File: src/rtl/lin_slave_pkg.sv
package lin_slave_pkg;

    // ----------------------------------------------------------------
    // Clock and timing
    // ----------------------------------------------------------------
    localparam int unsigned CLK_HZ      = 10_000_000;
    localparam int unsigned CLK_MHZ     = CLK_HZ / 1_000_000;
    localparam int unsigned IDLE_TIME_S = 4;
    localparam int unsigned IDLE_CYC    = IDLE_TIME_S * CLK_HZ;
    localparam int unsigned WAKE_TX_US  = 250;
    localparam int unsigned WAKE_TX_CYC = WAKE_TX_US * CLK_MHZ;
    localparam int unsigned WAKE_RX_US  = 150;
    localparam int unsigned WAKE_RX_CYC = WAKE_RX_US * CLK_MHZ;

    // ----------------------------------------------------------------
    // Frame timing in bit times of the adapted rate
    // ----------------------------------------------------------------
    localparam int unsigned CNT_W        = 21;
    localparam logic [4:0]  BREAK_BITS   = 5'h0B;
    localparam logic [4:0]  SYNC_TO_BITS = 5'h10;
    localparam logic [2:0]  SYNC_FALLS   = 3'h4;
    localparam logic [15:0] BAUD_RST     = 16'h04AF;
    localparam logic [3:0]  BIT_START    = 4'h1;
    localparam logic [3:0]  BIT_STOP     = 4'hA;

    // ----------------------------------------------------------------
    // Configuration codes
    // ----------------------------------------------------------------
    localparam logic [1:0] PINS_P0_2W   = 2'h0;
    localparam logic [1:0] PINS_P1_2W   = 2'h2;
    localparam logic [1:0] PINS_P1_1W   = 2'h3;
    localparam logic [1:0] DMA_LIN_CODE = 2'h3;
    localparam logic       DIR_SEND     = 1'b0;
    localparam logic       CSUM_ENH     = 1'b0;
    localparam logic [3:0] LEN_ID0X     = 4'h2;
    localparam logic [3:0] LEN_ID10     = 4'h4;
    localparam logic [3:0] LEN_ID11     = 4'h8;
    localparam logic [7:0] CSUM_GOOD    = 8'hFF;

    typedef enum logic [2:0] {
        ST_IDLE, ST_SYNC, ST_PID, ST_WAIT, ST_RESP, ST_WAKE
    } state_t;

endpackage

File: src/rtl/lin_slave_controller.sv
`timescale 1ns/1ps
module lin_slave_controller #(
    parameter int unsigned IDLE_CYCLES = lin_slave_pkg::IDLE_CYC
) (
    input  logic        sys_clk_i,
    input  logic        sys_rst_i,
    input  logic        controller_enable_i,
    input  logic        sleep_select_i,
    input  logic        interrupt_enable_bit_i,
    input  logic        checksum_type_select_i,
    input  logic        response_direction_i,
    input  logic        length_from_identifier_i,
    input  logic        readback_disable_i,
    input  logic [1:0]  pin_mode_select_i,
    input  logic        dma_channel_select_i,
    input  logic [2:0]  dma_peripheral_select0_i,
    input  logic [2:0]  dma_peripheral_select1_i,
    input  logic [3:0]  response_size_i,
    input  logic        header_acknowledge_i,
    input  logic        frame_stop_i,
    input  logic        wake_signal_bit_i,
    input  logic        error_summary_clear_i,
    input  logic        header_flag_clear_i,
    input  logic        response_flag_clear_i,
    input  logic        idle_flag_clear_i,
    input  logic        wake_flag_clear_i,
    input  logic        p01_i,
    input  logic        p11_i,
    input  logic [1:0]  dma_ack_i,
    input  logic [7:0]  dma_rdata_i,
    output logic        header_received_flag_o,
    output logic        response_complete_flag_o,
    output logic        bus_idle_flag_o,
    output logic        wake_signal_bit_o,
    output logic        readback_error_flag_o,
    output logic        sync_error_flag_o,
    output logic        identifier_error_flag_o,
    output logic        data_checksum_error_flag_o,
    output logic        error_summary_o,
    output logic        abort_flag_o,
    output logic        bus_active_o,
    output logic [5:0]  received_identifier_o,
    output logic [15:0] lin_baud_o,
    output logic        irq_o,
    output logic [1:0]  dma_req_o,
    output logic        dma_write_o,
    output logic [7:0]  dma_wdata_o,
    output logic        p00_o,
    output logic        p00_oe_o,
    output logic        p10_o,
    output logic        p10_oe_o,
    output logic        p11_o,
    output logic        p11_oe_o
);
    import lin_slave_pkg::*;

    // ----------------------------------------------------------------
    // Helpers
    // ----------------------------------------------------------------
    // Carry-folding add used by both checksum generation and checking
    function automatic logic [7:0] csum_add(input logic [7:0] a, input logic [7:0] b);
        logic [8:0] s;
        s = {1'b0, a} + {1'b0, b};
        return s[7:0] + {7'h00, s[8]};
    endfunction

    function automatic logic pid_ok(input logic [7:0] p);
        return (p[6] == (p[0] ^ p[1] ^ p[2] ^ p[4])) && (p[7] == !(p[1] ^ p[3] ^ p[4] ^ p[5]));
    endfunction

    // Cycles in n bit times of the current rate
    function automatic logic [CNT_W-1:0] bit_span(input logic [15:0] b, input logic [4:0] n);
        return ({5'h00, b} + 21'h000001) * {16'h0000, n};
    endfunction

    // ----------------------------------------------------------------
    // Pin synchronisers and receive selection
    // ----------------------------------------------------------------
    logic [1:0] sync1_q;
    logic [1:0] sync2_q;
    logic       rx_prev_q;
    logic       rx;
    logic       fall;
    logic       rise;

    // Reserved pin mode leaves the receiver on a recessive level
    always_comb begin
        unique case (pin_mode_select_i)
            PINS_P0_2W: rx = sync2_q[0];
            PINS_P1_2W: rx = sync2_q[1];
            PINS_P1_1W: rx = sync2_q[1];
            default:    rx = 1'b1;
        endcase
        fall = rx_prev_q & ~rx;
        rise = ~rx_prev_q & rx;
    end

    // ----------------------------------------------------------------
    // Frame engine
    // ----------------------------------------------------------------
    state_t           st_q,    st_d;
    logic [CNT_W-1:0] cnt_q,   cnt_d;
    logic [3:0]       bitn_q,  bitn_d;
    logic [7:0]       sh_q,    sh_d;
    logic [4:0]       idx_q,   idx_d;
    logic [3:0]       len_q,   len_d;
    logic [7:0]       sum_q,   sum_d;
    logic             dir_q,   dir_d;
    logic [15:0]      bit_q,   bit_d;
    logic [2:0]       falls_q, falls_d;
    logic [7:0]       pid_q,   pid_d;
    logic [1:0]       req_q,   req_d;
    logic [7:0]       wdata_q, wdata_d;
    logic             sending, txl, byte_done, frame_bad, got, lin_dma_ok;
    logic             new_hdr, hdr_set, done_set, pe_set, sy_set, ck_set, rb_set;
    logic             wk_set, ab_set, err_set;
    logic [1:0]       req_one;

    always_comb begin
        st_d = st_q;       cnt_d = cnt_q;   bitn_d = bitn_q;   sh_d = sh_q;
        idx_d = idx_q;     len_d = len_q;   sum_d = sum_q;     dir_d = dir_q;
        bit_d = bit_q;     falls_d = falls_q; pid_d = pid_q;   wdata_d = wdata_q;
        req_d = req_q & ~dma_ack_i;
        got = |(req_q & dma_ack_i);
        req_one = dma_channel_select_i ? 2'h2 : 2'h1;
        lin_dma_ok = (dma_channel_select_i ? dma_peripheral_select1_i[2:1]
                                           : dma_peripheral_select0_i[2:1]) == DMA_LIN_CODE;
        sending = (st_q == ST_RESP) && (dir_q == DIR_SEND);
        new_hdr = 1'b0; hdr_set = 1'b0; done_set = 1'b0; pe_set = 1'b0;
        sy_set = 1'b0;  ck_set = 1'b0;  rb_set = 1'b0;   wk_set = 1'b0;
        ab_set = 1'b0;  byte_done = 1'b0; frame_bad = 1'b0;
        // Transmit level: start bit, data bits from the shifter, stop high
        txl = !((st_q == ST_WAKE) || (sending && ((bitn_q == BIT_START)
              || (bitn_q > BIT_START && bitn_q < BIT_STOP && !sh_q[0]))));

        // Shared byte timing: receive samples mid-bit, send steps at bit end
        if (st_q == ST_PID || st_q == ST_RESP) begin
            if (bitn_q == 4'h0) begin
                if (!sending && fall) begin
                    bitn_d = BIT_START;
                    cnt_d = CNT_W'(bit_q >> 1);
                end
            end else if (cnt_q == '0) begin
                cnt_d = CNT_W'(bit_q);
                bitn_d = bitn_q + 4'h1;
                if (!sending && bitn_q == BIT_START && rx)
                    bitn_d = 4'h0; // Glitch, not a real start bit
                if (bitn_q > BIT_START && bitn_q < BIT_STOP)
                    sh_d = {sending ? 1'b1 : rx, sh_q[7:1]};
                if (bitn_q == BIT_STOP) begin
                    bitn_d = 4'h0;
                    byte_done = 1'b1;
                    frame_bad = !sending && !rx;
                end
            end else begin
                cnt_d = cnt_q - CNT_W'(1);
                if (sending && cnt_q == CNT_W'(bit_q >> 1) && !readback_disable_i
                    && rx != txl)
                    rb_set = 1'b1;
            end
        end

        unique case (st_q)
            // Nothing is sent unprompted; only a break opens a frame
            ST_IDLE: begin
                cnt_d = rx ? '0 : (&cnt_q ? cnt_q : cnt_q + CNT_W'(1));
                if (rise && sleep_select_i && cnt_q >= CNT_W'(WAKE_RX_CYC)) begin
                    wk_set = 1'b1;
                end else if (rise && !sleep_select_i
                             && cnt_q >= bit_span(bit_q, BREAK_BITS)) begin
                    st_d = ST_SYNC;
                    cnt_d = '0;
                    falls_d = 3'h0;
                    new_hdr = 1'b1;
                end
                if (wake_signal_bit_i) begin
                    st_d = ST_WAKE;
                    cnt_d = CNT_W'(WAKE_TX_CYC - 1);
                end
            end
            // Eight bit times lie between the first and fifth falling edge
            ST_SYNC: begin
                cnt_d = cnt_q + CNT_W'(1);
                if (fall) begin
                    falls_d = falls_q + 3'h1;
                    if (falls_q == 3'h0)
                        cnt_d = '0;
                    if (falls_q == SYNC_FALLS) begin
                        if (cnt_q[CNT_W-1:4] == '0) begin
                            sy_set = 1'b1; // Premature edges, rate too high
                        end else begin
                            bit_d = 16'((cnt_q + CNT_W'(1)) >> 3) - 16'h0001;
                            st_d = ST_PID;
                            bitn_d = 4'h0;
                        end
                    end
                end else if (cnt_q >= bit_span(bit_q, SYNC_TO_BITS)) begin
                    sy_set = 1'b1;
                end
            end
            ST_PID: begin
                if (byte_done) begin
                    pid_d = sh_q;
                    if (frame_bad || !pid_ok(sh_q)) begin
                        pe_set = 1'b1;
                    end else begin
                        hdr_set = 1'b1;
                        st_d = ST_WAIT;
                    end
                end
            end
            // Acknowledge is held off until the chosen channel serves LIN
            ST_WAIT: begin
                if (header_acknowledge_i && lin_dma_ok) begin
                    st_d = ST_RESP;
                    dir_d = response_direction_i;
                    len_d = length_from_identifier_i ? (!pid_q[5] ? LEN_ID0X :
                            (pid_q[4] ? LEN_ID11 : LEN_ID10)) : response_size_i;
                    idx_d = 5'h00;
                    sum_d = (checksum_type_select_i == CSUM_ENH) ? pid_q : 8'h00;
                    bitn_d = 4'h0;
                end else if (fall) begin
                    st_d = ST_IDLE; // Unanswered header, bus moved on
                    cnt_d = '0;
                end
            end
            ST_RESP: begin
                if (sending && bitn_q == 4'h0) begin
                    if (idx_q < {1'b0, len_q}) begin
                        if (got) begin
                            sh_d = dma_rdata_i;
                            sum_d = csum_add(sum_q, dma_rdata_i);
                            idx_d = idx_q + 5'h01;
                            bitn_d = BIT_START;
                            cnt_d = CNT_W'(bit_q);
                        end else if (req_q == 2'h0) begin
                            req_d = req_one;
                        end
                    end else if (idx_q == {1'b0, len_q}) begin
                        sh_d = ~sum_q; // Checksum byte goes out last
                        idx_d = idx_q + 5'h01;
                        bitn_d = BIT_START;
                        cnt_d = CNT_W'(bit_q);
                    end
                end
                if (byte_done) begin
                    if (sending) begin
                        if (idx_q > {1'b0, len_q}) begin
                            done_set = 1'b1;
                            st_d = ST_IDLE;
                        end
                    end else if (frame_bad) begin
                        ck_set = 1'b1;
                    end else if (idx_q < {1'b0, len_q}) begin
                        wdata_d = sh_q;
                        req_d = req_one;
                        sum_d = csum_add(sum_q, sh_q);
                        idx_d = idx_q + 5'h01;
                    end else if (csum_add(sum_q, sh_q) != CSUM_GOOD) begin
                        ck_set = 1'b1;
                    end else begin
                        done_set = 1'b1;
                        st_d = ST_IDLE;
                    end
                end
            end
            // Clear the count on exit so our own wake-up is not taken for a break
            ST_WAKE: begin
                cnt_d = cnt_q - CNT_W'(1);
                if (cnt_q == '0) begin
                    st_d = ST_IDLE;
                    cnt_d = '0;
                end
            end
        endcase

        // Any error ends the frame at once; stop and disable do too
        err_set = pe_set | sy_set | ck_set | rb_set;
        if (frame_stop_i && st_q != ST_IDLE && st_q != ST_WAKE) begin
            ab_set = 1'b1;
        end
        if (err_set || ab_set || !controller_enable_i) begin
            st_d = ST_IDLE;
            cnt_d = '0;
            bitn_d = 4'h0;
            req_d = 2'h0;
        end
    end

    always_ff @(posedge sys_clk_i or posedge sys_rst_i) begin
        if (sys_rst_i) begin
            st_q <= ST_IDLE;  cnt_q <= '0;       bitn_q <= 4'h0;  sh_q <= 8'h00;
            idx_q <= 5'h00;   len_q <= 4'h0;     sum_q <= 8'h00;  dir_q <= 1'b0;
            bit_q <= BAUD_RST; falls_q <= 3'h0;  pid_q <= 8'h00;  req_q <= 2'h0;
            wdata_q <= 8'h00; sync1_q <= 2'h3;   sync2_q <= 2'h3; rx_prev_q <= 1'b1;
        end else begin
            st_q <= st_d;     cnt_q <= cnt_d;     bitn_q <= bitn_d; sh_q <= sh_d;
            idx_q <= idx_d;   len_q <= len_d;     sum_q <= sum_d;   dir_q <= dir_d;
            bit_q <= bit_d;   falls_q <= falls_d; pid_q <= pid_d;   req_q <= req_d;
            wdata_q <= wdata_d; sync1_q <= {p11_i, p01_i}; sync2_q <= sync1_q;
            rx_prev_q <= rx;
        end
    end

    // ----------------------------------------------------------------
    // Flags, idle timer, interrupt and pins
    // ----------------------------------------------------------------
    logic        hdr_q, done_q, idle_q, wake_q, rb_q, sy_q, pe_q, ck_q, esum_q, ab_q;
    logic        hdr_d, done_d, idle_d, wake_d, rb_d, sy_d, pe_d, ck_d, esum_d, ab_d;
    logic        irq_q, irq_d, act_q, act_d;
    logic [31:0] idle_cnt_q, idle_cnt_d;
    logic [5:0]  pins_q, pins_d;
    logic        eclr;

    // Every set term is ORed in last so a same-cycle event beats its clear
    always_comb begin
        eclr = new_hdr | error_summary_clear_i;
        hdr_d  = (hdr_q & ~(header_flag_clear_i | header_acknowledge_i | new_hdr)) | hdr_set;
        done_d = (done_q & ~(response_flag_clear_i | new_hdr)) | done_set;
        wake_d = (wake_q & ~wake_flag_clear_i) | wk_set;
        pe_d   = (pe_q & ~eclr) | pe_set;
        sy_d   = (sy_q & ~eclr) | sy_set;
        ck_d   = (ck_q & ~eclr) | ck_set;
        rb_d   = (rb_q & ~eclr) | rb_set;
        esum_d = (esum_q & ~error_summary_clear_i) | err_set;
        ab_d   = (ab_q & ~new_hdr) | ab_set;
        // Idle timer runs only on a quiet, recessive bus and saturates
        idle_cnt_d = (!rx || st_q != ST_IDLE || !controller_enable_i) ? 32'h0000_0000
                   : (idle_cnt_q == 32'(IDLE_CYCLES) ? idle_cnt_q : idle_cnt_q + 32'h0000_0001);
        idle_d = (idle_q & ~idle_flag_clear_i)
               | (idle_cnt_q == 32'(IDLE_CYCLES - 1) && !sleep_select_i);
        irq_d = interrupt_enable_bit_i & (idle_d | wake_d | hdr_d | done_d | esum_d);
        act_d = (st_d == ST_SYNC) || (st_d == ST_PID) || (st_d == ST_RESP);
        // Two-wire pins push-pull; single wire only pulls the bus low
        pins_d = {txl, pin_mode_select_i == PINS_P0_2W,
                  txl, pin_mode_select_i == PINS_P1_2W,
                  1'b0, pin_mode_select_i == PINS_P1_1W && !txl};
    end

    always_ff @(posedge sys_clk_i or posedge sys_rst_i) begin
        if (sys_rst_i) begin
            hdr_q <= 1'b0; done_q <= 1'b0; idle_q <= 1'b0; wake_q <= 1'b0; rb_q <= 1'b0;
            sy_q <= 1'b0;  pe_q <= 1'b0;   ck_q <= 1'b0;   esum_q <= 1'b0; ab_q <= 1'b0;
            irq_q <= 1'b0; act_q <= 1'b0;  idle_cnt_q <= 32'h0000_0000;
            pins_q <= 6'h00;
        end else begin
            hdr_q <= hdr_d; done_q <= done_d; idle_q <= idle_d; wake_q <= wake_d;
            rb_q <= rb_d;   sy_q <= sy_d;     pe_q <= pe_d;     ck_q <= ck_d;
            esum_q <= esum_d; ab_q <= ab_d;   irq_q <= irq_d;   act_q <= act_d;
            idle_cnt_q <= idle_cnt_d;
            pins_q <= pins_d;
        end
    end

    assign header_received_flag_o     = hdr_q;
    assign response_complete_flag_o   = done_q;
    assign bus_idle_flag_o            = idle_q;
    assign wake_signal_bit_o          = wake_q;
    assign readback_error_flag_o      = rb_q;
    assign sync_error_flag_o          = sy_q;
    assign identifier_error_flag_o    = pe_q;
    assign data_checksum_error_flag_o = ck_q;
    assign error_summary_o            = esum_q;
    assign abort_flag_o               = ab_q;
    assign bus_active_o               = act_q;
    assign received_identifier_o      = pid_q[5:0];
    assign lin_baud_o                 = bit_q;
    assign irq_o                      = irq_q;
    assign dma_req_o                  = req_q;
    assign dma_write_o                = dir_q;
    assign dma_wdata_o                = wdata_q;
    assign {p00_o, p00_oe_o, p10_o, p10_oe_o, p11_o, p11_oe_o} = pins_q;

    // ----------------------------------------------------------------
    // Assertions
    // ----------------------------------------------------------------
    pid_error_a: assert property (@(posedge sys_clk_i) disable iff (sys_rst_i)
        $rose(pe_q) |-> !$rose(hdr_q) && st_q == ST_IDLE)
        else $error("identifier error raised with header flag");
    hdr_clear_a: assert property (@(posedge sys_clk_i) disable iff (sys_rst_i)
        header_acknowledge_i && !hdr_set |=> !hdr_q)
        else $error("header flag survived acknowledge");
    done_set_a: assert property (@(posedge sys_clk_i) disable iff (sys_rst_i)
        done_set |=> response_complete_flag_o && st_q == ST_IDLE)
        else $error("response flag not set at frame end");
    idle_sleep_a: assert property (@(posedge sys_clk_i) disable iff (sys_rst_i)
        $rose(idle_q) |-> !$past(sleep_select_i) && $past(idle_cnt_q) == 32'(IDLE_CYCLES - 1))
        else $error("idle flag raised in sleep or early");
    irq_gate_a: assert property (@(posedge sys_clk_i) disable iff (sys_rst_i)
        !$past(interrupt_enable_bit_i) |-> !irq_o)
        else $error("interrupt with enable clear");
    err_stop_a: assert property (@(posedge sys_clk_i) disable iff (sys_rst_i)
        err_set |=> error_summary_o && st_q == ST_IDLE && dma_req_o == 2'h0)
        else $error("error did not stop the frame");
    stop_abort_a: assert property (@(posedge sys_clk_i) disable iff (sys_rst_i)
        frame_stop_i && st_q inside {ST_SYNC, ST_PID, ST_WAIT, ST_RESP}
        |=> abort_flag_o && st_q == ST_IDLE)
        else $error("stop did not abort the frame");
    sleep_nohdr_a: assert property (@(posedge sys_clk_i) disable iff (sys_rst_i)
        (sleep_select_i || !controller_enable_i) && st_q == ST_IDLE |=> st_q != ST_SYNC)
        else $error("header search while asleep or disabled");
    wake_drive_a: assert property (@(posedge sys_clk_i) disable iff (sys_rst_i)
        st_q == ST_IDLE && controller_enable_i && wake_signal_bit_i
        |=> st_q == ST_WAKE ##1 !txl)
        else $error("wake request not driven");

endmodule

File: config.mk
export PLATFORM = sky130hd
export DESIGN_NAME = lin_slave_controller
export DESIGN_NICKNAME = d
export VERILOG_FILES = /design/src/rtl/lin_slave_pkg.sv /design/src/rtl/lin_slave_controller.sv
export SDC_FILE = /design/constraint.sdc
export NUM_CORES = 1
export LEC_CHECK = 0
export BUFFER_PORTS_ARGS = -buffer_cell sky130_fd_sc_hd__buf_2
export CAP_MARGIN = 20
export CORE_ASPECT_RATIO = 1.2
export CORE_UTILIZATION = 56
export CTS_CLUSTER_DIAMETER = 150
export CTS_CLUSTER_SIZE = 8
export DETAILED_ROUTE_END_ITERATION = 10
export PLACE_DENSITY = 0.84
export SLEW_MARGIN = 20
export SYNTH_ARGS = -nofsm -noshare
export SYNTH_HDL_FRONTEND = slang
export SYNTH_SLANG_ARGS = --single-unit
export TNS_END_PERCENT = 5
File: constraint.sdc
create_clock -name sys_clk_i -period 6 [get_ports sys_clk_i]
set_input_delay 0.3 -clock sys_clk_i [delete_from_list [all_inputs] [get_ports sys_clk_i]]
set_output_delay 0.3 -clock sys_clk_i [all_outputs]
set_load 0.05 [all_outputs]
==> results by group <==
Hold path
  – Worst hold path type: input port to asynchronous set/reset pin

CTS
  – Clock tree from TritonCTS: done
  – Clk Latency, worst-skew pair: 0.44 ns
  – Num Clock Sinks: 144
  – Maximum clock insertion buffer count: 2
  – Clock buffer count from CTS: 17
  – Clock tree root buffer cell: sky130_fd_sc_hd__clkbuf_16
  – Count of H-tree levels built during CTS: 4
  – Clk pin slew, worst setup/hold paths: 0.07 ns

Placement
  – Weighted congestion reported at the end of routability-driven placement: 0.972
  – Placed wire-length estimate after detailed placement: 29100 µm
  – Quantity of I/O buffers inserted on ports: 89
  – Pre-CTS setup slack: -0.393 ns

Worst setup path
  – Type of the worst setup path: register to register
  – Kind of launch point of the worst setup path: register
  – Slack of the worst reg-to-reg path: -0.29 ns
  – Endpoint required time on the critical path: 6.35 ns
  – Worst path buffer plus inverter count: 6
  – Critical-path top delay cell: sky130_fd_sc_hd__dfstp_4
  – Critical path fanouts, max: 5
  – Delay of the slowest critical-path stage: 0.65 ns
  – CP arrival: 6.64 ns
  – Kind of cell adding the most delay to the critical path: compound AO/OA/AOI/OAI gates
  – Kind of capture point of the worst setup path: register

Pwr
  – P per Cell Area: 353 nW/µm²
  – Switching share of power: 46.7%
  – Clk pwr share: 20.9%
  – Net switching power figure: 0.00251 W
  – Leakage Power: 6.99 nW
  – Internal power: 0.00286 W
  – Peak ir drop on the vdd network: 0.250 mV
  – Part of the total power dissipated in combinational logic: 53.9%
  – Power share of the sequential group: 25.2%

STA
  – Final hold vios: 6
  – Worst setup slack after layout: -0.288 ns
  – Setup repair after global routing missed its margin: yes
  – Slew Limit Headroom: 29.9%
  – Slew at the pin with the worst max-slew slack: 1.05 ns
  – Count of final max-slew check failures: 0
  – Fmax: 159 MHz
  – Final-layout worst hold slack: -0.00434 ns
  – Minimum period implied by the final worst setup slack: 6.29 ns
  – Number of setup violations in the final report: 5
  – Setup Skew: 0.0106 ns
  – Ratio of final minimum period to clock period: 105%

Route
  – Number of remaining DRC errors: 0
  – Vias per cell: 6.37
  – Total number of vias: 12900
  – Number of nets with antenna violations after routing: 0
  – Routed wire length: 41300 µm
  – Routed len/inst: 20.4 µm
  – Violation count after the first detailed-routing iteration: 1006
  – Detailed Routing Iterations Pass 1: 8

Synthesis
  – Sequential area share after synthesis: 27.8%
  – Post-Synthesis Cells: 1589
  – Ys async rst share: 100%
  – Syn nets: 1753
  – Number of enable-type register cells in the synthesized netlist: 0
  – Warnings, synthesis: 0
  – Seq cells post-synth: 144
  – Average footprint of a synthesized cell: 8.18 µm²
  – Netlist Area Pre-Place: 13000 µm²
  – Most used flip-flop cell after synthesis: sky130_fd_sc_hd__dfrtp_1
  – Cell variety after synth: 84

Global routing
  – GRT met3 Usage: 5.54%
  – Initial antenna violation count: 0
  – Tot GR Track Use: 34.1%
  – Grt peak-use layer: met2
  – Largest net degree at the start of global routing: 86
  – GRT Residual Overflow: 0
  – Global Route met2 Usage: 59.3%
  – First-pass GRT wire length: 63800 µm
  – Via count of the first global-routing pass: 12800
  – Met1 usage: 38.2%

Die
  – Floorplan die height: 169 µm
  – I/O Pins: 93
  – X dimension of the die: 141 µm
  – Core Rows: 60
  – Die Footprint: 23800 µm²
  – Starting Density: 57.5%
  – Floorplan Core Area: 22600 µm²

Run status
  – Result of the run: finished, violations left
  – Failing checks: negative hold slack, negative setup slack

Cells and area
  – Fill cell count: 1742
  – Layout cell share with drive strength beyond 1: 18.5%
  – Net count, final: 1867
  – Signed area change from the synthesized netlist to the final layout: 17.3%
  – Area occupied by registers: 3630 µm²
  – Area of the multi-input gates: 9040 µm²

Run
  – Maxcap violations: 0
-- layer usage --
metal | vias up | part of all wire [%]
li1 | 5870 | -
met1 | 6173 | 37
met2 | 677 | 49
met3 | 199 | 7.3
met4 | 0 | 6.7
met5 | - | 0
-- cells in the mapped netlist (all sizes together) (17+ instances only) --
| cell type | number | area, µm² |
|---|---|---|
| buf | 29 | 163 |
| nand3 | 63 | 320 |
| mux2i | 19 | 190 |
| nand4 | 26 | 163 |
| nor2b | 17 | 106 |
| a21oi | 86 | 430 |
| xor2 | 75 | 657 |
| nor3 | 45 | 230 |
| o21ai | 105 | 526 |
| clkbuf | 64 | 241 |
| a21o | 20 | 150 |
| mux2 | 20 | 225 |
| nor4 | 18 | 134 |
| nand2 | 154 | 578 |
| a31oi | 17 | 106 |
| and3 | 22 | 138 |
| xnor2 | 78 | 683 |
| inv | 97 | 364 |
| ha | 109 | 1360 |
| nor2 | 137 | 514 |
| and2 | 17 | 106 |
| o221ai | 21 | 184 |
| dfrtp | 132 | 3300 |
| a211oi | 19 | 148 |
-- power groups by stage --
| stage | combinational [W] | clock, W | sequential [W] |
|---|---|---|---|
| after floorplan | 0.00202 | 0 | 0.00127 |
| after global placement | 0.00262 | 0 | 0.00135 |
| after detailed placement | 0.00268 | 0 | 0.00136 |
| after CTS | 0.00277 | 0.00113 | 0.00134 |
| after global routing | 0.00313 | 0.00117 | 0.00137 |
| final | 0.00290 | 0.00113 | 0.00135 |
-- registers in the layout, indices dropped and copies added, names as in the netlist, 2 cells and up --
name / count
falls_q: 3
pid_q: 8
bitn_q: 4
pins_q: 4
sync2_q: 2
lin_baud_o: 16
sync1_q: 2
idle_cnt_q: 32
sum_q: 8
dma_req_o: 2
cnt_q: 21
sh_q: 8
len_q: 4
dma_wdata_o: 8
idx_q: 5
st_q: 3
-- worst paths after layout --
| kind | from | end | cells past startpoint |
|---|---|---|---|
| max | lin_baud_o[0]$_DFFE_PP1P_ | bus_active_o$_DFF_PP0_ | 29 |
| max reg2reg | lin_baud_o[0]$_DFFE_PP1P_ | bus_active_o$_DFF_PP0_ | 29 |
| min | sys_rst_i | sh_q[7]$_DFF_PP0_ | 2 |
| min in group sys_clk_i | pin_mode_select_i[0] | pins_q[2]$_DFF_PP0_ | 2 |
| min reg2reg | sync1_q[0]$_DFF_PP1_ | sync2_q[0]$_DFF_PP1_ | 0 |
| max in group asynchronous | sys_rst_i | lin_baud_o[4]$_DFFE_PP0P_ | 3 |
-- per-stage QoR --
step	setup TNS, ns	total power [W]	util, %	area [µm²]	instances
3_5_place_dp	-1.27	0.00404	62.8	14200	1986
5_1_grt	-2.59	0.00567	67.5	15200	2026
4_1_cts	-0.0289	0.00524	66.6	15000	2025
2_1_floorplan	0	0.00329	-	13100	1589
6_report	-0.961	0.00538	67.5	15200	2027
3_3_place_gp	-0.456	0.00397	62.8	14200	1986
-- kinds of logic (layout without fill, tap and decap cells) --
family                   Yosys count  after routing  share of synthesized area [%]
multiplexers                      39             39                           3.20
AO/OA/AOI/OAI                    370            370                           18.3
AND/OR/NAND/NOR                  568            568                           21.6
XOR/XNOR                         155            155                           10.7
buffers and inverters            190            317                           5.91
adder cells (fa/ha/maj)          122            122                           12.5
flip-flops                       144            144                           27.8
other                              1              2                         0.0289
-- what timing repair did --
action,CTS,global route
setup endpoints to repair,9,12
setup buffers,5,1
gates resized for setup,32,32
hold buffers,2,0
pin swaps,20,15
hold endpoints to repair,2,0
-- layout make-up --
type                       instances  area share (%)
clock buffer                      19            2.91
multi-input combinational       1255            59.3
antenna                            1          0.0164
inverter                          97            2.42
sequential                       144            23.8
timing repair buffer             188            7.90
tap                              310            2.54
clock inverter                    13            1.09
-- cells in the final DEF, fill, tap and decap left out, types with 10 or more instances in the layout --
master,instances
sky130_fd_sc_hd__a211oi_1,17
sky130_fd_sc_hd__a21o_1,20
sky130_fd_sc_hd__a21oi_1,83
sky130_fd_sc_hd__a31oi_1,15
sky130_fd_sc_hd__and2_1,16
sky130_fd_sc_hd__and3_1,20
sky130_fd_sc_hd__buf_2,89
sky130_fd_sc_hd__buf_4,94
sky130_fd_sc_hd__clkbuf_16,17
sky130_fd_sc_hd__dfrtp_1,130
sky130_fd_sc_hd__dfstp_2,10
sky130_fd_sc_hd__fa_1,13
sky130_fd_sc_hd__ha_1,98
sky130_fd_sc_hd__inv_1,93
sky130_fd_sc_hd__mux2_2,12
sky130_fd_sc_hd__mux2i_1,19
sky130_fd_sc_hd__nand2_1,152
sky130_fd_sc_hd__nand2b_1,13
sky130_fd_sc_hd__nand3_1,60
sky130_fd_sc_hd__nand4_1,26
sky130_fd_sc_hd__nor2_1,131
sky130_fd_sc_hd__nor2b_1,17
sky130_fd_sc_hd__nor3_1,40
sky130_fd_sc_hd__nor4_1,15
sky130_fd_sc_hd__o211ai_1,15
sky130_fd_sc_hd__o21ai_0,100
sky130_fd_sc_hd__o221ai_1,21
sky130_fd_sc_hd__or3_1,11
sky130_fd_sc_hd__xnor2_1,70
sky130_fd_sc_hd__xor2_1,75
Power figures use the tool's default switching activity.
